===== src/hdl/nfh_consts.svh =====
// constants for the nand flash host pin controller
// assumes a 10 MHz system clock; all pin timing is counted in its cycles
// Function
// - command, address, data share the bus
// - command latch high marks command cycle
// - address latch high marks address cycle
// - hold write guard low during power transitions
// - full address is five cycles, two column
`ifndef NFH_CONSTS_SVH
`define NFH_CONSTS_SVH

// ----------------------------------------
// clock and pin timing
// ----------------------------------------
`define NFH_CLK_MHZ        10
`define NFH_STROBE_NS      100
`define NFH_STROBE_CYC     ((`NFH_STROBE_NS * `NFH_CLK_MHZ + 999) / 1000)
`define NFH_READ_ACCESS_NS 100
`define NFH_READ_ACCESS_CYC ((`NFH_READ_ACCESS_NS * `NFH_CLK_MHZ + 999) / 1000)
`define NFH_FETCH_US       25
`define NFH_PROG_US        320
`define NFH_ERASE_US       1000
`define NFH_FETCH_CYC      (`NFH_FETCH_US * `NFH_CLK_MHZ)
`define NFH_PROG_CYC       (`NFH_PROG_US * `NFH_CLK_MHZ)
`define NFH_ERASE_CYC      (`NFH_ERASE_US * `NFH_CLK_MHZ)

// ----------------------------------------
// geometry
// ----------------------------------------
`define NFH_PAGE_MAIN_X8   2048
`define NFH_PAGE_SPARE_X8  64
`define NFH_PAGE_MAIN_X16  1024
`define NFH_PAGE_SPARE_X16 32
`define NFH_PAGES_PER_BLK  64
`define NFH_BLK_PER_PLANE  2048
`define NFH_PLANES         2
`define NFH_ADDR_CYCLES    5
`define NFH_COL_CYCLES     2

`endif


===== src/hdl/nfh_pkg.sv =====
// types for the nand flash host pin controller
// assumes nfh_consts.svh is on the include path
package nfh_pkg;

  // ----------------------------------------
  // request kinds
  // ----------------------------------------
  typedef enum logic [1:0] {
    NFH_OP_CMD  = 2'h0,
    NFH_OP_ADDR = 2'h1,
    NFH_OP_WR   = 2'h2,
    NFH_OP_RD   = 2'h3
  } nfh_op_t;

  typedef struct packed {
    nfh_op_t     op;
    logic [15:0] data;
  } nfh_req_t;

  // pins driven toward the device; io_oe_n low while we drive
  typedef struct packed {
    logic        select_n;
    logic        cmd_latch;
    logic        addr_latch;
    logic        wr_strobe_n;
    logic        rd_strobe_n;
    logic        guard_n;
    logic [15:0] io_out;
    logic        io_oe_n;
  } nfh_pins_t;

  typedef enum logic [2:0] {
    NFH_IDLE  = 3'h0,
    NFH_SETUP = 3'h1,
    NFH_LOW   = 3'h3,
    NFH_HIGH  = 3'h2,
    NFH_DONE  = 3'h6
  } nfh_state_t;

endpackage


===== src/hdl/nfh_timer.sv =====
// cycle counter for strobe phases; one-cycle pulse when a load expires
// assumes a single clock and load values of at least one
`timescale 1ns/1ps
module nfh_timer #(
  parameter int W = 8
) (
  // clock and reset
  input  wire logic         clk_sys,
  input  wire logic         rst_n,
  // control
  input  wire logic         load,
  input  wire logic [W-1:0] count,
  output logic              expired
);
  logic [W-1:0] cnt_q, cnt_d;
  logic         run_q, run_d;

  always_comb begin
    cnt_d = cnt_q;
    run_d = run_q;
    if (load) begin
      cnt_d = count;
      run_d = 1'b1;
    end else if (run_q) begin
      if (cnt_q <= W'(1))
        run_d = 1'b0;
      else
        cnt_d = cnt_q - W'(1);
    end
  end

  // expiry must not depend on load: the user reloads on expiry, which would close a loop
  assign expired = run_q && (cnt_q <= W'(1));

  always_ff @(posedge clk_sys or negedge rst_n) begin
    if (!rst_n) begin
      cnt_q <= '0;
      run_q <= 1'b0;
    end else begin
      cnt_q <= cnt_d;
      run_q <= run_d;
    end
  end
endmodule // nfh_timer


===== src/hdl/nfh_host.sv =====
// host-side pin controller for a multiplexed nand flash bus
// assumes pin inputs are synchronous to clk_sys and a user issuing one request at a time
`include "nfh_consts.svh"
`timescale 1ns/1ps
module nfh_host #(
  parameter int IO_W      = 16,
  parameter int STROBE_C  = `NFH_STROBE_CYC,
  parameter int ACCESS_C  = `NFH_READ_ACCESS_CYC
) (
  // clock and reset
  input  wire logic             clk_sys,
  input  wire logic             rst_n,
  // user request
  input  wire logic             req_valid,
  input  nfh_pkg::nfh_req_t     req,
  output logic                  req_ready,
  output logic                  rd_valid,
  output logic [15:0]           rd_data,
  // user control
  input  wire logic             wide_bus,
  input  wire logic             allow_write,
  input  wire logic             standby_req,
  output logic                  dev_busy,
  output logic [11:0]           col_count,
  // device pins
  output nfh_pkg::nfh_pins_t    pins,
  input  wire logic [15:0]      io_in,
  input  wire logic             ready_busy_n
);
  import nfh_pkg::*;

  // ----------------------------------------
  // state
  // ----------------------------------------
  nfh_state_t  st_q, st_d;
  nfh_req_t    cur_q, cur_d;
  nfh_pins_t   pins_q, pins_d;
  logic        rdv_q, rdv_d;
  logic [15:0] rdd_q, rdd_d;
  logic [11:0] col_q, col_d;
  logic [2:0]  acyc_q, acyc_d;
  logic        busy_q, busy_d;
  logic        tload;
  logic [7:0]  tcount;
  logic        texp;

  function automatic logic [15:0] bus_mask(input logic [15:0] v, input logic wide);
    bus_mask = wide ? v : {8'h00, v[7:0]};
  endfunction

  nfh_timer #(.W(8)) u_timer (
    .clk_sys (clk_sys),
    .rst_n   (rst_n),
    .load    (tload),
    .count   (tcount),
    .expired (texp)
  );

  // ----------------------------------------
  // next state
  // ----------------------------------------
  always_comb begin
    st_d   = st_q;
    cur_d  = cur_q;
    pins_d = pins_q;
    rdv_d  = 1'b0;
    rdd_d  = rdd_q;
    col_d  = col_q;
    acyc_d = acyc_q;
    busy_d = !ready_busy_n;
    tload  = 1'b0;
    tcount = 8'(STROBE_C);
    // guard stays low unless the user allows writes; this also covers power ramps
    pins_d.guard_n = allow_write;
    case (st_q)
      NFH_IDLE: begin
        pins_d.cmd_latch   = 1'b0;
        pins_d.addr_latch  = 1'b0;
        pins_d.wr_strobe_n = 1'b1;
        pins_d.rd_strobe_n = 1'b1;
        pins_d.io_oe_n     = 1'b1;
        // deselect when idle while standby_req is high so the device can drop to standby
        pins_d.select_n    = standby_req;
        if (req_valid) begin
          cur_d            = req;
          pins_d.select_n  = 1'b0;
          pins_d.cmd_latch  = (req.op == NFH_OP_CMD);
          pins_d.addr_latch = (req.op == NFH_OP_ADDR);
          if (req.op != NFH_OP_RD) begin
            pins_d.io_out  = bus_mask(req.data, wide_bus);
            pins_d.io_oe_n = 1'b0;
          end
          st_d  = NFH_SETUP;
          tload = 1'b1;
        end
      end
      NFH_SETUP: begin
        if (texp) begin
          if (cur_q.op == NFH_OP_RD) begin
            pins_d.rd_strobe_n = 1'b0;
            tcount = 8'(ACCESS_C);
          end else begin
            pins_d.wr_strobe_n = 1'b0;
          end
          tload = 1'b1;
          st_d  = NFH_LOW;
        end
      end
      NFH_LOW: begin
        if (texp) begin
          if (cur_q.op == NFH_OP_RD) begin
            // sample after the access delay, then release the strobe
            rdd_d = bus_mask(io_in, wide_bus);
            rdv_d = 1'b1;
            col_d = col_q + 12'h001;
            pins_d.rd_strobe_n = 1'b1;
          end else begin
            pins_d.wr_strobe_n = 1'b1;
            if (cur_q.op == NFH_OP_CMD)
              acyc_d = 3'h0;
            if (cur_q.op == NFH_OP_ADDR) begin
              // first two address cycles load the column mirror
              if (acyc_q == 3'h0)
                col_d = {col_q[11:8], cur_q.data[7:0]};
              else if (acyc_q == 3'h1)
                col_d = {cur_q.data[3:0], col_q[7:0]};
              acyc_d = (acyc_q == 3'(`NFH_ADDR_CYCLES - 1)) ? 3'h0 : acyc_q + 3'h1;
            end
          end
          tload = 1'b1;
          st_d  = NFH_HIGH;
        end
      end
      NFH_HIGH: begin
        if (texp) begin
          pins_d.cmd_latch  = 1'b0;
          pins_d.addr_latch = 1'b0;
          pins_d.io_oe_n    = 1'b1;
          st_d = NFH_DONE;
        end
      end
      NFH_DONE: begin
        st_d = NFH_IDLE;
      end
      default: st_d = NFH_IDLE;
    endcase
  end

  // ----------------------------------------
  // registers
  // ----------------------------------------
  always_ff @(posedge clk_sys or negedge rst_n) begin
    if (!rst_n) begin
      st_q   <= NFH_IDLE;
      cur_q  <= '0;
      pins_q <= '{select_n: 1'b1, cmd_latch: 1'b0, addr_latch: 1'b0, wr_strobe_n: 1'b1,
                  rd_strobe_n: 1'b1, guard_n: 1'b0, io_out: 16'h0000, io_oe_n: 1'b1};
      rdv_q  <= 1'b0;
      rdd_q  <= 16'h0000;
      col_q  <= 12'h000;
      acyc_q <= 3'h0;
      busy_q <= 1'b0;
    end else begin
      st_q   <= st_d;
      cur_q  <= cur_d;
      pins_q <= pins_d;
      rdv_q  <= rdv_d;
      rdd_q  <= rdd_d;
      col_q  <= col_d;
      acyc_q <= acyc_d;
      busy_q <= busy_d;
    end
  end

  always_ff @(posedge clk_sys or negedge rst_n) begin
    if (!rst_n)
      req_ready <= 1'b0;
    else
      req_ready <= (st_d == NFH_IDLE);
  end

  assign pins      = pins_q;
  assign rd_valid  = rdv_q;
  assign rd_data   = rdd_q;
  assign dev_busy  = busy_q;
  assign col_count = col_q;
endmodule // nfh_host


===== config.mk =====
export PLATFORM = sky130hd
export DESIGN_NAME = nfh_host
export DESIGN_NICKNAME = d
export VERILOG_FILES = /design/src/hdl/nfh_pkg.sv /design/src/hdl/nfh_timer.sv /design/src/hdl/nfh_host.sv
export VERILOG_INCLUDE_DIRS = /design/src /design/src/hdl
export SDC_FILE = /design/constraint.sdc
export NUM_CORES = 1
export LEC_CHECK = 0
export BUFFER_PORTS_ARGS = -buffer_cell sky130_fd_sc_hd__buf_2
export CORE_ASPECT_RATIO = 0.5
export CORE_MARGIN = 2
export CORE_UTILIZATION = 25
export DETAILED_ROUTE_END_ITERATION = 8
export PLACE_DENSITY = 0.4
export SYNTH_ARGS = -nofsm -noshare
export SYNTH_HDL_FRONTEND = slang
export SYNTH_SLANG_ARGS = --single-unit

===== constraint.sdc =====
create_clock -name clk_sys -period 4.2 [get_ports clk_sys]
set_input_delay 0.42 -clock clk_sys [delete_from_list [all_inputs] [get_ports clk_sys]]
set_output_delay 0.42 -clock clk_sys [all_outputs]
set_load 0.03 [all_outputs]

Word level (Yosys, flattened, before mapping)
Index checks and enable logic that the tools add are counted.

operators by class
  bitwise logic cells = 1
  add/sub/neg operators = 3
  reductions and logical operators = 25
  eq/ne operators = 18
  mux-type cells = 40
  order comparisons = 1

operators by type and width
  cell                   count
  $mux 12                4
  $mux 16                2
  $mux 3                 8
  $mux 8                 3
  $ne 2x2->1 const B     10
  $mux 1                 15
  $reduce_and 5->1       3
  $add 12x1->12 const B  1
  $pmux 3 s4             1
  $reduce_bool 2->1      6
  $logic_not 3->1        3
  $le 8x1->1 const B     1
  $reduce_and 4->1       2
  $sub 8x1->8 const B    1
  $eq 3x1->1 const B     2
  $eq 3x2->1 const B     2
  $mux 2                 3
  $pmux 2 s3             1
  $reduce_and 2->1       3
  $reduce_and 3->1       2
  $eq 2x1->1 const B     2
  $logic_not 2->1        2
  $pmux 1 s2             2
  $pmux 2 s2             1
  8 further kinds        8

word-level totals
  register bits = 79
  word-level logic and storage cells = 108
  output and inout bits = 54
  input port bits = 41

Longest topological paths before layout
Gate-level depths: netlist of run 1.

  depth after elaboration = 6
  mapped depth = 10

Cells and area by module
A second synthesis of run 1 with hierarchy kept.

second synthesis, totals
  cell total of the unflattened synthesis = 361
  area, all modules = 3721.1 um^2

modules (own cells, without submodules)
  module     instances  cells each  area an instance (um^2)  sequential area each (um^2)
  nfh_host   1          297         3155.5                   1756.7
  nfh_timer  1          64          565.5                    225.2

Worst setup path before layout of run 1
No wires, ideal clock.

  path kind = reg2reg
  start = reg u_timer.cnt_q[3]
  end = reg rdd_q[10] (netlist: rd_data[10])
  cell stages (with the launch flop) = 9
  required time = 4.083 ns
  period minus slack after synthesis = 2.244 ns
  setup time = 0.117 ns
  arrival time = 2.127 ns
  setup slack = 1.956 ns
  cell sequence = dfrtp_1 -> or4b_4 -> or3_1 -> buf_6 -> or3_1 -> buf_6 -> buf_8 -> nand2_1 -> nand2_1

between the ends
  longest elaborated chain between the ends = 3

ends and longest elaborated chain
  what                        RTL line         source
  start, declared             nfh_timer.sv:15  logic [W-1:0] cnt_q, cnt_d;
  start signal, assigned      nfh_timer.sv:40  cnt_q <= cnt_d;
  $le 8x1->1                  nfh_timer.sv:33  assign expired = run_q && (cnt_q <= W'(1));
  $logic_and 1x1->1           nfh_timer.sv:33
  $reduce_and 3->1 (no line)  -
  end signal, assigned        nfh_host.sv:168  rdd_q <= rdd_d;
  end, declared               nfh_host.sv:39   logic [15:0] rdd_q, rdd_d;

Every way passes these cells.
A chain may end at the register's enable or synchronous reset.

Worst setup path after layout of run 1
  start = reg u_timer.cnt_q[3]
  end = reg rdd_q[8] (netlist: rd_data[8])

Same word-level chain as after synthesis.

==> results of run 1 <==
==> sequential cells by signal (all words and copies together), names as in the netlist <==
| signal | count |
|---|---|
| acyc_q | 3 |
| col_count | 12 |
| cur_q | 10 |
| dev_busy | 1 |
| pins | 23 |
| rd_data | 16 |
| rd_valid | 1 |
| req_ready | 1 |
| st_q | 3 |
| u_timer.cnt_q | 8 |
| u_timer.run_q | 1 |
==> how the worst max path moves through the flow <==
stage	from	endpoint	cells after the start
floorplan	u_timer.cnt_q[3]$_DFFE_PN0P_	rd_data[10]$_DFFE_PN0P_	8
global placement	u_timer.cnt_q[3]$_DFFE_PN0P_	rd_data[12]$_DFFE_PN0P_	5
detailed placement	u_timer.cnt_q[3]$_DFFE_PN0P_	rd_data[8]$_DFFE_PN0P_	5
CTS	u_timer.cnt_q[3]$_DFFE_PN0P_	rd_data[8]$_DFFE_PN0P_	5
global route	u_timer.cnt_q[3]$_DFFE_PN0P_	rd_data[15]$_DFFE_PN0P_	5
finish	u_timer.cnt_q[3]$_DFFE_PN0P_	rd_data[8]$_DFFE_PN0P_	5
==> metal layers <==
layer,vias to the layer above,global-route usage [%]
met5,-,0
met3,5,4.08
met2,62,20.3
li1,1452,-
met1,1372,15.1
met4,0,2.95
==> cells in the final DEF (no fill, tap or decap), types with 2 or more instances in the layout <==
| cell type | count |
|---|---|
| o31ai_1 | 3 |
| and2_1 | 2 |
| nand3b_1 | 2 |
| nor4_1 | 2 |
| buf_2 | 93 |
| nor2b_1 | 4 |
| xnor2_1 | 3 |
| or2_2 | 3 |
| clkinv_4 | 3 |
| dfrtp_1 | 75 |
| and3_1 | 3 |
| nand2_1 | 89 |
| dfstp_2 | 4 |
| nand2b_1 | 5 |
| mux2_2 | 19 |
| inv_1 | 10 |
| clkbuf_16 | 9 |
| o22ai_1 | 2 |
| nor3_1 | 8 |
| nand3_1 | 19 |
| inv_6 | 2 |
| bufinv_16 | 2 |
| nor2_1 | 14 |
| nand4_1 | 5 |
| ha_1 | 6 |
| o21ai_0 | 25 |
| a21oi_1 | 26 |
| buf_4 | 4 |
| a31oi_1 | 3 |
| or3_1 | 7 |
==> power groups by stage <==
| stage | combinational, mW | clock (mW) | sequential, mW |
|---|---|---|---|
| floorplan | 0.641 | 0 | 1.70 |
| global placement | 1.45 | 0 | 1.33 |
| detailed placement | 1.45 | 0 | 1.33 |
| CTS | 1.45 | 0.902 | 1.32 |
| global route | 1.58 | 0.935 | 1.36 |
| finish | 1.43 | 0.867 | 1.31 |
==> cells by family (layout without fill, tap and decap cells) <==
family / after synthesis / count (layout) / share of synthesized area, %
AOI/OAI and AO/OA: 67 / 67 / 10.2
xor gates and xnor gates: 3 / 3 / 0.723
adders and majority gates: 6 / 6 / 2.07
buffers and inverters: 29 / 123 / 4.20
DFF: 79 / 79 / 54.5
muxes: 19 / 19 / 5.89
and+or+nand+nor: 170 / 170 / 22.4
==> stage by stage <==
stage               instances  power, mW  setup slack, ns  utilization [%]
global route              665       3.87             1.26             32.1
detailed placement        649       2.78             1.43             29.8
finish                    665       3.60             1.46             32.1
CTS                       665       3.67             1.42             32.1
global placement          649       2.78             1.47             29.8
floorplan                 373       2.34             1.96                -
==> critical path, delay by kind of cell, from the launching register on <==
family           cells  cell delay [ns]
flip-flops           1             0.41
AND/OR/NAND/NOR      5             2.27
==> area by class of cell <==
type	count	area, µm²
fillers	1513	9720
flip-flops and latches	79	1980
multi-input cells	265	1500
repair buffers	97	495
well taps	198	248
clock buffers	9	225
clock inverters	7	104
inverters	10	37.5
==> flow_metrics.py, run 1 <==
metrics = {
    "setup_path": {
        "max_stage_delay_ns": 0.93,
        "reg2reg_slack_ns": 1.46,
        "crit_arrival_ns": 3.02,
        "path_cells": "or4b_4, or3_1, nor4_4, nand3_1, nand2_1",
        "rr_worst_depth": 5,
        "r2r_start": "u_timer.cnt_q[3]$_DFFE_PN0P_",
        "reg2reg_to": "rd_data[8]$_DFFE_PN0P_",
        "crit_fanout": 17,
        "cp.required_ns": 4.48,
        "slowest_stage": "nor4_4",
        "endpoint_kind": "flop",
        "worstSetupPathType": "flop to flop",
        "start_kind": "flop",
    },
    "route": {
        "ant_nets": 0,
        "drc": 0,
        "dr.first_iter.drc_count": 125,
        "dr_wl_met3_um": 516,
        "drt-met1-wl_mm": 4.34,
        "wl_met2_mm": 4.11,
        "firstDrtPassIters": 4,
        "wl_per_cell_um": 13.6,
        "via_per_inst": 4.35,
        "wl_mm": 9.04,
        "top_layer_used": "met4",
        "vias": 2891,
    },
    "floorplanning": {
        "dieArea_um2": 15600,
        "dieWidth_um": 174,
        "io_pins": 95,
        "die_h_um": 89.2,
        "start_util_pct": 25.4,
        "core-area_um2": 14300,
        "row_count": 31,
    },
    "yosys": {
        "ys_seq_area_share_pct": 54.5,
        "synth-edff-count": 0,
        "synth_flop_cell": "dfrtp_1",
        "avgSynthCellArea_um2": 9.74,
        "yosysMostFrequentCell": "nand2_1",
        "synth-async-reset-ratio_pct": 100,
        "synth_top_area_cell": "dfrtp_1",
        "postSynthCellCount": 373,
        "ys_types": 43,
        "synth_fp_nets": 420,
        "syn_area_um2": 3630,
        "netlist.area_leader.share_pct": 51.7,
        "ys_warn_count": 0,
        "ys_seq_elements": 79,
        "yosys-top-cells-area": "dfrtp_1, nand2_1, mux2_2",
        "yosys-top-cells-count": "nand2_1, dfrtp_1, a21oi_1, o21ai_0",
    },
    "global_routing": {
        "grt_pass1_wl_mm": 14.6,
        "track_usage_pct": 12.1,
        "grt-ovfl-total": 0,
        "antenna_found_initial": 0,
        "grt_max_degree": 52,
        "grt_pass1_vias": 2778,
    },
    "placement": {
        "place_congestion": 0.764,
        "dp_hpwl_mm": 6.42,
        "io_buffers": 94,
        "dpl-instance-area_um2": 4260,
    },
    "power_and_ir_drop": {
        "switching_share_pct": 42.7,
        "peakVddDrop_v": 0.000214,
        "p_comb_share_pct": 39.6,
        "power_frac_seq_pct": 36.3,
        "power.leakage_nw": 2.15,
        "p_clk_share_pct": 24.0,
        "intPower_mw": 2.07,
        "power_density_nw_per_um2": 785,
        "net-switching-power_mw": 1.54,
    },
    "timing": {
        "min_period_over_period_pct": 65.3,
        "hold_violations": 0,
        "fin_worst_skew_ns": 0.0106,
        "max_slew_margin_pct": 31.2,
        "min_period_ns": 2.74,
        "tightestPinTransition_ns": 1.02,
        "drv_slew": 0,
        "finalSetupViolCount": 0,
        "rsz0062_at_grt": "no",
        "whs_ns": 0.116,
        "clock.fmax_mhz": 365,
        "finalSetupTns_ns": 0,
    },
    "clocking": {
        "clock-root-buffer": "clkbuf_16",
        "tritoncts": "built",
        "numCtsBuffers": 9,
        "path_clk_slew_ns": 0.07,
        "cts_hold_buf": 0,
        "cts_setup_buffers": 0,
        "htreeDepth": 3,
        "clk_latency_ns": 0.34,
        "cts_resized": 0,
        "cts.sinks": 79,
        "clockBufferDepth": 2,
    },
    "layout": {
        "syn_to_final_growth_pct": 26.3,
        "drive_gt1_share_pct": 30.6,
        "nNetsFinal": 509,
        "design_area_um2": 4590,
        "diodes": 0,
    },
    "min_path": {
        "hp-class": "input pin to asynchronous set/reset pin",
    },
    "outcome": {
        "status": "complete, no violations",
    },
    "flow_run": {
        "drv_cap": 0,
    },
}
No activity file was read; power rests on OpenSTA's default activity.
==> run 2, diff against run 1 <==
clock period = 2.76 ns   (was 4.2 ns; I/O delays follow)
==> flow_metrics.py, run 2 (same netlist as run 1, synthesis figures left out) <==
metrics = {
    "setup_path": {
        "start_kind": "flop",
        "r2r_start": "u_timer.cnt_q[3]$_DFFE_PN0P_",
        "critPathTopFamily": "simple AND/OR/NAND/NOR gates",
        "crit_cells": 6,
        "endpoint_kind": "flop",
        "path_cells": "or4b_4, or3_1, or3_1, buf_4, nand2_1, nand2_1",
        "reg2reg_slack_ns": 0.41,
        "cp.required_ns": 2.99,
        "crit_arrival_ns": 2.58,
        "cp_num_buf_inv": 1,
        "rr_worst_depth": 6,
        "reg2reg_to": "rd_data[7]$_DFFE_PN0P_",
        "worstSetupPathType": "flop to flop",
        "slowest_stage": "or4b_4",
        "crit_fanout": 16,
        "max_stage_delay_ns": 0.56,
    },
    "clocking": {
        "path_clk_slew_ns": 0.06,
        "numCtsBuffers": 9,
        "tritoncts": "built",
        "clk_latency_ns": 0.34,
        "clockBufferDepth": 2,
        "cts_resized": 0,
        "cts_setup_buffers": 0,
        "cts.sinks": 79,
        "htreeDepth": 3,
        "clock-root-buffer": "clkbuf_16",
    },
    "layout": {
        "final_common_cell": "buf_2",
        "fill_cells": 1520,
        "diodes": 0,
        "multi_input_area_um2": 1500,
        "largest_register_ffs": 23,
        "syn_to_final_growth_pct": 27.8,
        "instances_no_fill": 674,
        "drive_gt1_share_pct": 31.7,
        "nNetsFinal": 518,
        "seqCellArea_um2": 1980,
        "layout_common_cells": "buf_2, nand2_1, dfrtp_1",
    },
    "route": {
        "ant_nets": 0,
        "via_per_inst": 4.38,
        "wl_mm": 9.25,
        "wl_per_cell_um": 13.7,
        "drc": 0,
        "dr.first_iter.drc_count": 115,
        "vias": 2955,
        "firstDrtPassIters": 4,
    },
    "timing": {
        "fin_worst_skew_ns": 0.00632,
        "drv_slew": 0,
        "tightestPinTransition_ns": 0.636,
        "min_period_over_period_pct": 85.2,
        "min_period_ns": 2.35,
        "max_slew_margin_pct": 57.6,
        "clock.fmax_mhz": 425,
        "rsz0062_at_grt": "no",
        "finalSetupTns_ns": 0,
        "hold_violations": 0,
        "finalSetupViolCount": 0,
    },
    "global_routing": {
        "grt_pass1_wl_mm": 15.5,
        "grt-ovfl-total": 0,
        "grt_pass1_vias": 2939,
        "grt_max_degree": 46,
        "antenna_found_initial": 0,
        "track_usage_pct": 12.8,
    },
    "placement": {
        "dpl.cell_count": 657,
        "dp_hpwl_mm": 6.49,
        "place_congestion": 0.719,
        "io_buffers": 94,
    },
    "floorplanning": {
        "start_util_pct": 25.4,
        "die_h_um": 89.2,
        "dieWidth_um": 174,
        "dieArea_um2": 15600,
        "io_pins": 95,
        "row_count": 31,
        "core-area_um2": 14300,
    },
    "min_path": {
        "hold-path-endpoint": "pins[17]$_DFF_PN0_",
        "hp-class": "input pin to flop",
        "worstHoldStart": "allow_write",
        "hold-path-cell-count": 1,
    },
    "outcome": {
        "status": "complete, no violations",
    },
    "power_and_ir_drop": {
        "power.leakage_nw": 2.18,
        "p_total_mw": 5.45,
        "power_density_nw_per_um2": 1170,
        "peakVddDrop_v": 0.000321,
    },
    "flow_run": {
        "drv_cap": 0,
    },
}
==> run 2: worst max path at each step <==
stage | start | endpoint | slack, ns
6_report | u_timer.cnt_q[3]$_DFFE_PN0P_ | rd_data[7]$_DFFE_PN0P_ | 0.41
5_1_grt | u_timer.cnt_q[3]$_DFFE_PN0P_ | rd_data[7]$_DFFE_PN0P_ | 0.28
4_1_cts | u_timer.cnt_q[3]$_DFFE_PN0P_ | rd_data[1]$_DFFE_PN0P_ | 0.39
3_5_place_dp | u_timer.cnt_q[3]$_DFFE_PN0P_ | rd_data[1]$_DFFE_PN0P_ | 0.40
3_3_place_gp | u_timer.cnt_q[3]$_DFFE_PN0P_ | rd_data[4]$_DFFE_PN0P_ | 0.41
2_1_floorplan | u_timer.cnt_q[3]$_DFFE_PN0P_ | rd_data[10]$_DFFE_PN0P_ | 0.52
==> run 2: worst reg2reg max path, stage by stage (launching register included) <==
cell and delay [ns]:
dfrtp_1 0.40, or4b_4 0.56, or3_1 0.49, or3_1 0.45, buf_4 0.21, nand2_1 0.09, nand2_1 0.04
==> run 2: area by class of cell <==
type / instances / share of cell area (%)
tap: 198 / 5.34
sequential: 79 / 42.7
multi-input combinational: 265 / 32.3
clock buffer: 10 / 5.15
clock inverter: 6 / 1.29
timing repair buffer: 106 / 12.4
inverter: 10 / 0.808
==> run 2: layer usage <==
layer  track usage [%]  wire (µm)  up-vias
li1                  -          -     1472
met1              16.4       4490     1417
met2              21.3       4220       58
met3              3.87        441        8
met4              3.56         97        0
met5                 0          0        -
==> run 2: repair_timing <==
| item | 4_1_cts | 5_1_grt |
|---|---|---|
| setup endpoints to repair | 0 | 0 |
| hold buffers | 1 | 0 |
| endpoints found under the hold margin | 44 | 0 |
==> run 2: metrics by stage <==
step / cell area, µm² / util, % / setup WS, ns / hold slack [ns]
CTS: 4640 / 32.4 / 0.392 / 0.0285
global route: 4640 / 32.4 / 0.275 / 0.0298
global placement: 4330 / 30.3 / 0.413 / 0.360
floorplan: 3630 / - / 0.516 / -0.0196
detailed placement: 4330 / 30.3 / 0.398 / 0.351
finish: 4640 / 32.4 / 0.408 / 0.0424
==> run 2: where the power goes <==
| group | internal (mW) | total [mW] | switching, mW | leakage, nW |
|---|---|---|---|---|
| registers | 1.63 | 2.00 | 0.377 | 0.959 |
| logic | 0.755 | 2.23 | 1.48 | 1.08 |
| clock network | 0.721 | 1.22 | 0.495 | 0.144 |
| total | 3.10 | 5.45 | 2.35 | 2.18 |
